===== src/tmc_pkg.sv =====
// package: register map, field layout and timing constants of the timer pair
package tmc_pkg;
  localparam logic [7:0] TMC_ADDR_CONTROL  = 8'h88;
  localparam logic [7:0] TMC_ADDR_MODE     = 8'h89;
  localparam logic [7:0] TMC_ADDR_LOW0     = 8'h8A;
  localparam logic [7:0] TMC_ADDR_LOW1     = 8'h8B;
  localparam logic [7:0] TMC_ADDR_HIGH0    = 8'h8C;
  localparam logic [7:0] TMC_ADDR_HIGH1    = 8'h8D;
  localparam logic [7:0] TMC_ADDR_CLKCTL   = 8'h8F;
  localparam logic [7:0] TMC_ADDR_SCHED    = 8'h90;
  // control register bit positions
  localparam int TMC_CTL_ITYPE0 = 0;
  localparam int TMC_CTL_IFLAG0 = 1;
  localparam int TMC_CTL_ITYPE1 = 2;
  localparam int TMC_CTL_IFLAG1 = 3;
  localparam int TMC_CTL_RUN0   = 4;
  localparam int TMC_CTL_OVF0   = 5;
  localparam int TMC_CTL_RUN1   = 6;
  localparam int TMC_CTL_OVF1   = 7;
  // mode register nibble positions
  localparam int TMC_MODE_T0_LSB = 0;
  localparam int TMC_MODE_T1_LSB = 4;
  // clock control and scheduler register fields
  localparam int TMC_CLK_SEL0   = 0;
  localparam int TMC_CLK_SEL1   = 1;
  localparam int TMC_SCHED_LSB  = 0;
  localparam logic [7:0] TMC_RESET_BYTE = 8'h00;
  // timer clock periods per peripheral cycle, and prescaler width in mode 0
  localparam int TMC_PER_CYCLE  = 6;
  localparam logic [2:0] TMC_PER_LAST = 3'(TMC_PER_CYCLE - 1);
  localparam int TMC_PRESC_BITS = 5;
  localparam int TMC_ODIV_BITS  = 7;

  typedef enum logic [1:0] {
    TMC_M13BIT  = 2'b00,
    TMC_M16BIT  = 2'b01,
    TMC_MRELOAD = 2'b10,
    TMC_MSPLIT  = 2'b11
  } tmc_mode_t;

  typedef struct packed {
    logic      gate_enable;
    logic      counter_sel;
    tmc_mode_t mode_sel;
  } tmc_tctl_t;

  typedef struct packed {
    logic [7:0] high;
    logic [7:0] low;
    logic       ovf;
  } tmc_step_t;
endpackage


===== src/tmc_timer_pair.sv =====
// two 16-bit timer/counters with register port, gating and overflow divider
//
// The address map and the strobed register port were left to the implementer.
`timescale 1ns/100ps
// Summary of operation
// RULE_01: run bit lets selected input bump low byte, carry into high byte, then flag
// RULE_02: setting run bit keeps the count registers as they are
// RULE_03: software stops a timer before presetting its count registers
// RULE_04: timer mode counts once per peripheral cycle of six timer clocks
// RULE_05: counter mode samples pin each peripheral cycle, counts a high-then-low pair
// RULE_06: external count level should last at least one peripheral cycle
// RULE_07: timer clock is oscillator/2 when selected, else /2 or /1 by speed mode
// RULE_08: gate bit clear lets run bit alone enable; set adds gate pin level
// RULE_09: gated timer counts only while gate pin high and run bit set
// RULE_10: rollover from all ones to zeros sets the overflow flag
// RULE_11: two mode bits pick 13-bit, 16-bit, 8-bit reload or mode 3
// RULE_12: mode 0 uses five low bits as modulo-32 prescaler into high byte
// RULE_13: mode 2 reloads low byte from unchanged high byte and sets flag
// RULE_14: servicing the interrupt clears the overflow flag
// RULE_15: timer 0 mode 3 splits into two 8-bit timers, high uses timer 1 bits
// RULE_16: timer 0 overflow divider divides flag rate by 2 to 128, code 0 off
// RULE_17: timer 1 has no divider; its modes 0 to 2 match timer 0
// RULE_18: timer 1 in mode 3 stops and holds its count
// RULE_19: timer 0 uses mode bits 3:0 and control bits 0,1,4,5
// RULE_20: timer 1 uses mode bits 7:4 and control bits 2,3,6,7
// RULE_21: with timer 0 in mode 3, timer 1 runs unless in mode 3, no flag
// RULE_22: software stops a timer before changing selection or mode
// RULE_23: timer 1 overflow drives the serial port baud tick
// RULE_24: count pins get two-stage synchroniser; flag set beats clear
// RULE_25: software count write lands next cycle and beats hardware update
module tmc_timer_pair
  import tmc_pkg::*;
(
  input  wire logic       SYS_CLK,       // 20 MHz oscillator clock
  input  wire logic       RST_B,         // synchronous reset, active low
  input  wire logic [7:0] ADDR,          // register address
  input  wire logic [7:0] WDATA,         // write data
  input  wire logic       WR,            // write strobe
  input  wire logic       RD,            // read strobe
  output logic      [7:0] RDATA,         // read data, cycle after RD
  input  wire logic       DOUBLE_SPEED,  // double speed clock mode
  input  wire logic       COUNT_PIN_0,   // external count input, timer 0
  input  wire logic       COUNT_PIN_1,   // external count input, timer 1
  input  wire logic       GATE_PIN_0,    // external gate level, timer 0
  input  wire logic       GATE_PIN_1,    // external gate level, timer 1
  input  wire logic       IRQ_ACK_0,     // interrupt serviced, timer 0
  input  wire logic       IRQ_ACK_1,     // interrupt serviced, timer 1
  output logic            OVF_FLAG_0,    // overflow flag / request, timer 0
  output logic            OVF_FLAG_1,    // overflow flag / request, timer 1
  output logic            BAUD_TICK      // timer 1 overflow pulse to serial port
);

  logic [7:0] ctl_q, ctl_d, mode_q, mode_d, clk_q, clk_d, sched_q, sched_d;
  logic [7:0] low0_q, low0_d, low1_q, low1_d, high0_q, high0_d, high1_q, high1_d;
  logic [7:0] rdata_q, rdata_d;
  logic       div2_q, div2_d, baud_q, baud_d;
  logic [2:0] pcnt0_q, pcnt0_d, pcnt1_q, pcnt1_d;
  logic [1:0] sync0_q, sync0_d, sync1_q, sync1_d;
  logic       samp0_q, samp0_d, samp1_q, samp1_d;
  logic [TMC_ODIV_BITS-1:0] odiv_q, odiv_d;

  tmc_tctl_t  tc0, tc1;
  logic       tclk0, tclk1, tick0, tick1, edge0, edge1, inc0, inc1, en0, en1;
  logic       t0_split, split_inc, ovf0_evt, ovf1_evt, flag0_set, flag1_set;
  logic       wr_low0, wr_low1, wr_high0, wr_high1, wr_ctl;
  logic [2:0] odiv_code;
  tmc_step_t  st0, st1;

  // one counting step for the low/high pair in modes 0, 1, 2 and split low half
  function automatic tmc_step_t count_step(input tmc_mode_t m, input logic [7:0] lo,
                                           input logic [7:0] hi);
    tmc_step_t r;
    logic [TMC_PRESC_BITS:0] pre;
    logic [8:0] lsum, hsum;
    r    = '{high: hi, low: lo, ovf: 1'b0};
    pre  = {1'b0, lo[TMC_PRESC_BITS-1:0]} + 6'h01;
    lsum = {1'b0, lo} + 9'h001;
    hsum = {1'b0, hi} + 9'h001;
    case (m)
      TMC_M13BIT: begin
        // upper three low bits are left alone and carry no meaning
        r.low[TMC_PRESC_BITS-1:0] = pre[TMC_PRESC_BITS-1:0]; // RULE_12
        if (pre[TMC_PRESC_BITS]) begin
          r.high = hsum[7:0];
          r.ovf  = hsum[8];
        end
      end
      TMC_M16BIT: begin
        r.low = lsum[7:0]; // RULE_01
        if (lsum[8]) begin
          r.high = hsum[7:0];
          r.ovf  = hsum[8]; // RULE_10
        end
      end
      TMC_MRELOAD: begin
        r.low = lsum[8] ? hi : lsum[7:0]; // RULE_13
        r.ovf = lsum[8];
      end
      default: begin
        r.low = lsum[7:0];
        r.ovf = lsum[8];
      end
    endcase
    return r;
  endfunction

  always_comb begin
    tc0       = tmc_tctl_t'(mode_q[TMC_MODE_T0_LSB +: 4]); // RULE_19
    tc1       = tmc_tctl_t'(mode_q[TMC_MODE_T1_LSB +: 4]); // RULE_20
    t0_split  = (tc0.mode_sel == TMC_MSPLIT);
    odiv_code = sched_q[TMC_SCHED_LSB +: 3];
    // timer clock enables: oscillator/2 unless double speed and clock select clear
    tclk0 = (clk_q[TMC_CLK_SEL0] || !DOUBLE_SPEED) ? div2_q : 1'b1; // RULE_07
    tclk1 = (clk_q[TMC_CLK_SEL1] || !DOUBLE_SPEED) ? div2_q : 1'b1; // RULE_07
    tick0 = tclk0 && (pcnt0_q == TMC_PER_LAST); // RULE_04
    tick1 = tclk1 && (pcnt1_q == TMC_PER_LAST); // RULE_04
    // only the second synchroniser stage and the held sample are looked at
    edge0 = tick0 && samp0_q && !sync0_q[1]; // RULE_05
    edge1 = tick1 && samp1_q && !sync1_q[1]; // RULE_05
    en0   = ctl_q[TMC_CTL_RUN0] && (!tc0.gate_enable || GATE_PIN_0); // RULE_08 RULE_09
    en1   = t0_split ? 1'b1 // RULE_21
                     : ctl_q[TMC_CTL_RUN1] && (!tc1.gate_enable || GATE_PIN_1); // RULE_08
    inc0  = en0 && (tc0.counter_sel ? edge0 : tick0);
    inc1  = en1 && (tc1.mode_sel != TMC_MSPLIT) // RULE_18
                && (tc1.counter_sel ? edge1 : tick1); // RULE_17
    split_inc = t0_split && ctl_q[TMC_CTL_RUN1] && tick0; // RULE_15
    st0   = count_step(tc0.mode_sel, low0_q, high0_q); // RULE_11
    st1   = count_step(tc1.mode_sel, low1_q, high1_q); // RULE_17
    if (t0_split) begin
      st0.high = high0_q + 8'h01; // RULE_15
    end
    ovf0_evt = inc0 && st0.ovf;
    ovf1_evt = inc1 && st1.ovf;

    wr_ctl   = WR && (ADDR == TMC_ADDR_CONTROL);
    wr_low0  = WR && (ADDR == TMC_ADDR_LOW0);
    wr_low1  = WR && (ADDR == TMC_ADDR_LOW1);
    wr_high0 = WR && (ADDR == TMC_ADDR_HIGH0);
    wr_high1 = WR && (ADDR == TMC_ADDR_HIGH1);

    div2_d  = !div2_q;
    pcnt0_d = !tclk0 ? pcnt0_q : (pcnt0_q == TMC_PER_LAST) ? 3'h0 : pcnt0_q + 3'h1;
    pcnt1_d = !tclk1 ? pcnt1_q : (pcnt1_q == TMC_PER_LAST) ? 3'h0 : pcnt1_q + 3'h1;
    sync0_d = {sync0_q[0], COUNT_PIN_0}; // RULE_24
    sync1_d = {sync1_q[0], COUNT_PIN_1}; // RULE_24
    samp0_d = tick0 ? sync0_q[1] : samp0_q;
    samp1_d = tick1 ? sync1_q[1] : samp1_q;

    // overflow divider: code n passes one event in 2**n
    odiv_d    = odiv_q;
    flag0_set = 1'b0;
    if (ovf0_evt) begin
      if (odiv_code == 3'h0) begin
        flag0_set = 1'b1; // RULE_16
      end else if (odiv_q >= TMC_ODIV_BITS'((1 << odiv_code) - 1)) begin
        flag0_set = 1'b1; // RULE_16
        odiv_d    = '0;
      end else begin
        odiv_d = odiv_q + 7'h01;
      end
    end
    // in split mode the high half owns timer 1 flag; timer 1 then raises none
    flag1_set = t0_split ? (split_inc && (high0_q == 8'hFF)) : ovf1_evt; // RULE_21
    baud_d    = ovf1_evt; // RULE_23

    // count registers: a software write beats the hardware step
    low0_d  = wr_low0  ? WDATA : inc0 ? st0.low : low0_q; // RULE_25
    high0_d = wr_high0 ? WDATA
            : (t0_split ? split_inc : inc0) ? st0.high : high0_q; // RULE_25
    low1_d  = wr_low1  ? WDATA : inc1 ? st1.low : low1_q; // RULE_25
    high1_d = wr_high1 ? WDATA : inc1 ? st1.high : high1_q; // RULE_25

    ctl_d   = wr_ctl ? WDATA : ctl_q; // RULE_02
    if (IRQ_ACK_0) begin
      ctl_d[TMC_CTL_OVF0] = 1'b0; // RULE_14
    end
    if (IRQ_ACK_1) begin
      ctl_d[TMC_CTL_OVF1] = 1'b0; // RULE_14
    end
    if (flag0_set) begin
      ctl_d[TMC_CTL_OVF0] = 1'b1; // RULE_24
    end
    if (flag1_set) begin
      ctl_d[TMC_CTL_OVF1] = 1'b1; // RULE_24
    end
    mode_d  = (WR && ADDR == TMC_ADDR_MODE)   ? WDATA : mode_q;
    clk_d   = (WR && ADDR == TMC_ADDR_CLKCTL) ? WDATA : clk_q;
    sched_d = (WR && ADDR == TMC_ADDR_SCHED)  ? WDATA : sched_q;

    rdata_d = TMC_RESET_BYTE;
    if (RD) begin
      case (ADDR)
        TMC_ADDR_CONTROL: rdata_d = ctl_q;
        TMC_ADDR_MODE:    rdata_d = mode_q;
        TMC_ADDR_LOW0:    rdata_d = low0_q;
        TMC_ADDR_LOW1:    rdata_d = low1_q;
        TMC_ADDR_HIGH0:   rdata_d = high0_q;
        TMC_ADDR_HIGH1:   rdata_d = high1_q;
        TMC_ADDR_CLKCTL:  rdata_d = {6'h00, clk_q[1:0]};
        TMC_ADDR_SCHED:   rdata_d = {5'h00, sched_q[2:0]};
        default:          rdata_d = TMC_RESET_BYTE;
      endcase
    end
  end

  always_ff @(posedge SYS_CLK) begin
    if (!RST_B) begin
      ctl_q   <= TMC_RESET_BYTE;
      mode_q  <= TMC_RESET_BYTE;
      clk_q   <= TMC_RESET_BYTE;
      sched_q <= TMC_RESET_BYTE;
      low0_q  <= TMC_RESET_BYTE;
      low1_q  <= TMC_RESET_BYTE;
      high0_q <= TMC_RESET_BYTE;
      high1_q <= TMC_RESET_BYTE;
      rdata_q <= TMC_RESET_BYTE;
      div2_q  <= 1'b0;
      baud_q  <= 1'b0;
      pcnt0_q <= 3'h0;
      pcnt1_q <= 3'h0;
      sync0_q <= 2'h0;
      sync1_q <= 2'h0;
      samp0_q <= 1'b0;
      samp1_q <= 1'b0;
      odiv_q  <= '0;
    end else begin
      ctl_q   <= ctl_d;
      mode_q  <= mode_d;
      clk_q   <= clk_d;
      sched_q <= sched_d;
      low0_q  <= low0_d;
      low1_q  <= low1_d;
      high0_q <= high0_d;
      high1_q <= high1_d;
      rdata_q <= rdata_d;
      div2_q  <= div2_d;
      baud_q  <= baud_d;
      pcnt0_q <= pcnt0_d;
      pcnt1_q <= pcnt1_d;
      sync0_q <= sync0_d;
      sync1_q <= sync1_d;
      samp0_q <= samp0_d;
      samp1_q <= samp1_d;
      odiv_q  <= odiv_d;
    end
  end

  assign RDATA      = rdata_q;
  assign OVF_FLAG_0 = ctl_q[TMC_CTL_OVF0];
  assign OVF_FLAG_1 = ctl_q[TMC_CTL_OVF1];
  assign BAUD_TICK  = baud_q;

  // the phase counter is three bits wide, so longer peripheral cycles cannot be served
  if (TMC_PER_CYCLE < 2 || TMC_PER_CYCLE > 8) begin : g_per_chk
    $error("peripheral cycle length does not fit the phase counter");
  end
  if (TMC_PRESC_BITS < 1 || TMC_PRESC_BITS > 7) begin : g_presc_chk
    $error("prescaler must leave room in the low byte");
  end
endmodule // tmc_timer_pair


===== config.mk =====
export PLATFORM = sky130hd
export DESIGN_NAME = tmc_timer_pair
export DESIGN_NICKNAME = d
export VERILOG_FILES = /design/src/tmc_pkg.sv /design/src/tmc_timer_pair.sv
export SDC_FILE = /design/constraint.sdc
export NUM_CORES = 1
export LEC_CHECK = 0
export BUFFER_PORTS_ARGS = -buffer_cell sky130_fd_sc_hd__buf_2
export CELL_PAD_IN_SITES_DETAIL_PLACEMENT = 0
export CELL_PAD_IN_SITES_GLOBAL_PLACEMENT = 1
export CORE_ASPECT_RATIO = 0.9
export CORE_UTILIZATION = 42
export DETAILED_ROUTE_END_ITERATION = 8
export PLACE_DENSITY = 0.79
export SLEW_MARGIN = 25
export SYNTH_ARGS = -nofsm -noshare
export SYNTH_HDL_FRONTEND = slang
export SYNTH_SLANG_ARGS = --single-unit

===== constraint.sdc =====
create_clock -name SYS_CLK -period 2.1 [get_ports SYS_CLK]
set_input_delay 0.105 -clock SYS_CLK [delete_from_list [all_inputs] [get_ports SYS_CLK]]
set_output_delay 0.105 -clock SYS_CLK [all_outputs]
set_load 0.01 [all_outputs]

## After elaboration in Yosys (flattened, before gate mapping)

Index checks and enable logic that the tools add are counted.

| word-level totals | value |
|---|---|
| register bits | 82 |
| bits in latches | 0 |
| RAM bits | 0 |
| bits in read-only memories | 0 |
| bits of input ports | 27 |
| output and inout port bits | 11 |
| memories kept | 0 |

| cells by class | value |
|---|---|
| add/sub/neg operators | 11 |
| multiply operators | 0 |
| divide/modulo/power cells | 0 |
| $lt $le $gt $ge | 1 |
| eq/ne operators | 23 |
| shift-type cells | 1 |
| mux-type cells | 44 |
| bitwise operators | 1 |
| reductions and logical operators | 51 |

Operators by type and width:

| cell | number |
|---|---|
| $mux 8 | 16 |
| $eq 8x8->1 const B | 9 |
| $pmux 8 s8 | 1 |
| $add 8x1->9 const B | 4 |
| $pmux 6 s3 | 2 |
| $pmux 8 s2 | 2 |
| $logic_and 1x1->1 | 24 |
| $mux 1 | 18 |
| $add 5x1->6 const B | 2 |
| $pmux 3 s2 | 2 |
| $reduce_bool 3->1 | 3 |
| $add 8x1->8 const B | 1 |
| $ne 4x4->1 const B | 2 |
| $reduce_and 2->1 | 4 |
| $reduce_and 4->1 | 2 |
| $reduce_bool 2->1 | 4 |
| $add 7x1->7 const B | 1 |
| $ge 7x7->1 | 1 |
| $mux 7 | 1 |
| $shl 1x3->7 const A | 1 |
| $sub 7x2->7 const B | 1 |
| $add 3x1->3 const B | 2 |
| $eq 2x2->1 const B | 3 |
| $eq 3x3->1 const B | 2 |
| 10 further kinds | 24 |

## Longest topological paths before layout

| logic depth | value |
|---|---|
| word-level depth | 11 |
| depth in mapped cells | 10 |
| gate-level depth less buffers | 8 |

## Worst setup path before layout

OpenSTA, ideal clock, no wires.

| timing | value |
|---|---|
| path kind | flip-flop to flip-flop |
| from | register sched_q[2] |
| to | register odiv_q[5] |
| setup time | 74 ps |
| arrival time | 2063 ps |
| path slack | -38 ps |
| stages on the path, launching flop included | 11 |
| buffers on the path | 2 |
| clock period less this slack | 2138 ps |
| cells stage by stage | dfxtp_1 > clkbuf_1 > or3_1 > ha_1 > nor2b_1 > o21ai_0 > a21oi_1 > o21a_1 > clkbuf_1 > nand3_1 > a31oi_1 |

| on the way | value |
|---|---|
| longest elaborated chain between the ends | 4 |
| elaborated cells on any way between the ends | 7 |
| those cells by class | 1 x add/sub; 1 x order compare; 1 x shift; 1 x mux; 1 x bitwise; 2 x reduce/logical |

RTL lines:

| element | RTL line | text |
|---|---|---|
| start: declaration | tmc_timer_pair.sv:53 | `logic [7:0] ctl_q, ctl_d, mode_q, mode_d, clk_q, clk_d, sched_q, sched_d;` |
| start signal: assignment | tmc_timer_pair.sv:230 | `sched_q <= sched_d;` |
| $shl 1x3->7 | tmc_timer_pair.sv:155 | `end else if (odiv_q >= TMC_ODIV_BITS'((1 << odiv_code) - 1)) begin` |
| $sub 7x2->7 | tmc_timer_pair.sv:155 |  |
| $ge 7x7->1 | tmc_timer_pair.sv:155 |  |
| $mux 7 | tmc_timer_pair.sv:155 |  |
| end signal: assignment | tmc_timer_pair.sv:244 | `odiv_q <= odiv_d;` |
| end: declaration | tmc_timer_pair.sv:60 | `logic [TMC_ODIV_BITS-1:0] odiv_q, odiv_d;` |

Parallel ways exist; a longest one is shown, timed or not.
A chain may end at the register's enable or synchronous reset.

## Final worst setup path

| timing | value |
|---|---|
| from | register high0_q[0] |
| to | register odiv_q[2] |

| on the way | value |
|---|---|
| longest elaborated chain between the ends | 5 |
| elaborated cells on any way between the ends | 6 |
| those cells by class | 1 x add/sub; 3 x mux; 2 x reduce/logical |

RTL lines:

| element | RTL line | text |
|---|---|---|
| start: declaration | tmc_timer_pair.sv:54 | `logic [7:0] low0_q, low0_d, low1_q, low1_d, high0_q, high0_d, high1_q, high1_d;` |
| start signal: assignment | tmc_timer_pair.sv:233 | `high0_q <= high0_d;` |
| $add 8x1->9 * | tmc_timer_pair.sv:78 | `hsum = {1'b0, hi} + 9'h001;` |
| $mux 1, on equally long branches | tmc_timer_pair.sv:90, tmc_timer_pair.sv:83 |  |
| $pmux 6 s3 * | tmc_timer_pair.sv:79 | `case (m)` |
| $logic_and 1x1->1 * | tmc_timer_pair.sv:132 | `ovf0_evt = inc0 && st0.ovf;` |
| $reduce_and 2->1 (no source line) * | n/a |  |

Mark *: on every way between the ends. The rest lies on a longest branch, timed or not.

==> flow_summary.toml <==
[logic_synthesis]
syn_inst = 564
synth_edf_count = 0
synth_commonest_cells = "82 x dfxtp_1, 63 x nor2_1, 49 x nand2_1"
ys_seq_area_share_pct = 33.8
synthFlopType = "dfxtp_1"
synth_area_per_cell_um2 = 8.61
synth_top_cell_area_share_pct = 33.8
ys_seq_elements = 82
syn_nets = 603
netlist_area_um2 = 4860
async_flop_share_pct = 0
ys_types = 69
ys_warn_count = 0
synth_area_leaders = "dfxtp_1 34%, mux2i_1 4.9%, nor2_1 4.9%"
synth_most_common_cell = "dfxtp_1"
yosys.area.top_type = "dfxtp_1"

[sta]
hold_viol = 0
finalCritPeriodShare_pct = 96.5
clock.fmax_mhz = 493
skew_ns = 0.00884
drv_slew = 0
tightest_slew_ns = 0.814
holdWs_ns = 0.0914
setup_violations = 0
setup_tns_ns = 0
finalCriticalPeriod_ns = 2.03
slew_headroom_pct = 45.2
grt_setup_unrepaired = "true"

[layout]
utilization_pct = 53.2
final_nets = 666
drive_gt1_share_pct = 23.9
antennaDiodeCount = 0
design_area_um2 = 5870
nFillCells = 1076
syn2layout_area_growth_pct = 20.9

[grt]
grt_max_degree = 44
grt_pass1_wl_um = 22800
top_usage_layer = "met2"
grt_pass1_vias = 4135
use_met2_pct = 36.7
grt_overflow = 0
grt.met1_usage_pct = 36.2
grt_usage_pct = 25.0
antenna_found_initial = 0
use_met3_pct = 5.94

[clocking]
h-tree-depth = 3
cts_tree = "done"
clkTransAtPathRegs_ns = 0.06
post_cts_buffers = 0
cts_sinks = 82
numCtsBuffers = 9
cts_root_buf = "clkbuf_16"
cts.path.max_buffers = 2
insertion_delay_ns = 0.34

[setup_path]
crit_arrival_ns = 2.30
crit_path_start_kind = "flop"
cp_data_required_time_ns = 2.37
worstSetupPathType = "flop to flop"
end_kind = "flop"
crit_path_max_fanout = 7

[placement]
place_area_um2 = 5450
place_congestion = 0.928
hpwl_um = 10400
numPortBuffers = 37

[routing]
route.detailed.drc = 0
wl_per_cell_um = 18.4
wl_um = 14400
vias = 4510
via_per_inst = 5.75
ant_nets = 0
dr.pass1.iters = 5
drt_iter0_drc = 388

[power]
p_leak_nw = 2.25
powerDensity_nw_per_um2 = 591
total_power_mw = 3.47
irDropWorstVdd_mv = 0.476

[floorplanning]
rows = 36
core-area_um2 = 11000
die_x_um = 115
initial_utilization_pct = 44.0
dieArea_um2 = 12000
fp.dieH_um = 104
io_pins = 38

[flow_run]
cap_viol_max_count = 0

[min_path]
hold_path_class = "input pin to flop"

[outcome]
status = "complete, no violations"
## per-layer routing
layer | wire length [um] | share of wire, % | vias to the layer above
met4 | 171 | 1.2 | 0
met5 | 0 | 0 | -
met3 | 1010 | 7.0 | 11
met1 | 6790 | 47 | 2154
li1 | - | - | 2199
met2 | 6440 | 45 | 146
## cells by family (layout without fill, tap and decap cells)
family                   after synthesis  after routing  synth area share [%]
AO/OA/AOI/OAI                        136            136                  19.9
XOR/XNOR                              18             18                  3.25
adder cells (fa/ha/maj)               12             12                  3.09
buffers and inverters                 42            110                  3.74
flip-flops                            82             82                  33.8
multiplexers                          39             39                  10.0
AND/OR/NAND/NOR                      235            235                  26.1
## worst max-delay path, cell delays in order (launching register included)
cell,delay (ns)
dfxtp_1,0.34
ha_1,0.19
and4_1,0.24
nand3_1,0.16
o32ai_2,0.45
and3_4,0.30
nand4b_1,0.11
a31oi_1,0.16
## final timing paths
kind / startpoint / end / slack, ns / depth (start not counted)
hold reg to reg: sync1_q[0] / sync1_q[1] / 0.44 / 1
setup / recovery: high0_q[0] / odiv_q[2] / 0.07 / 7
hold / removal: IRQ_ACK_0 / ctl_q[5] / 0.09 / 3
setup reg to reg: high0_q[0] / odiv_q[2] / 0.07 / 7
## sequential cells by signal, indices dropped and copies added (netlist names), 7 cells and up
signal   flops
high0_q      8
high1_q      8
odiv_q       7
mode_q       8
low1_q       8
ctl_q        8
low0_q       8
RDATA        8
## area by class of cell
cell class              instances  area (um^2)  share of cell area (%)
well taps                     152          190                    3.24
clock buffers                   9          225                    3.84
repair buffers                 82          583                    9.93
multi-input cells             440         3090                    52.6
flip-flops and latches         82         1640                    28.0
inverters                      12         45.0                   0.767
clock inverters                 7         93.8                    1.60
## where the power goes
| group | switching, mW | internal, mW |
|---|---|---|
| registers | 0.0148 | 1.57 |
| clock network | 0.656 | 1.04 |
| logic | 0.125 | 0.0662 |
## stage by stage
| stage | std cells | setup slack (ns) |
|---|---|---|
| floorplan | 564 | 0.0663 |
| global placement | 765 | 0.0956 |
| detailed placement | 765 | 0.0113 |
| CTS | 783 | 0.0206 |
| global route | 784 | -0.0255 |
| finish | 784 | 0.0725 |
## timing repair
item | in CTS | in global routing
resized for setup | 0 | 13
hold endpoints to repair | 2 | 0
setup endpoints to repair | 0 | 23
hold buffers | 2 | 0
## layout by cell type (no fill, tap or decap), types with 7 or more instances in the layout
master      n
dfxtp_1    80
nor2_1     62
nand2_1    49
buf_4      39
a21oi_1    37
nand3_1    37
buf_2      37
o21ai_0    24
mux2i_1    24
a211oi_1   13
inv_1      11
and3_1     10
nor3_1     10
xnor2_1    10
ha_1       10
clkbuf_16  10
a31oi_1     9
a22oi_1     8
xor2_1      8
mux2_2      8
and2_1      7
nand4_1     7
(Power assumes the default switching activity.)
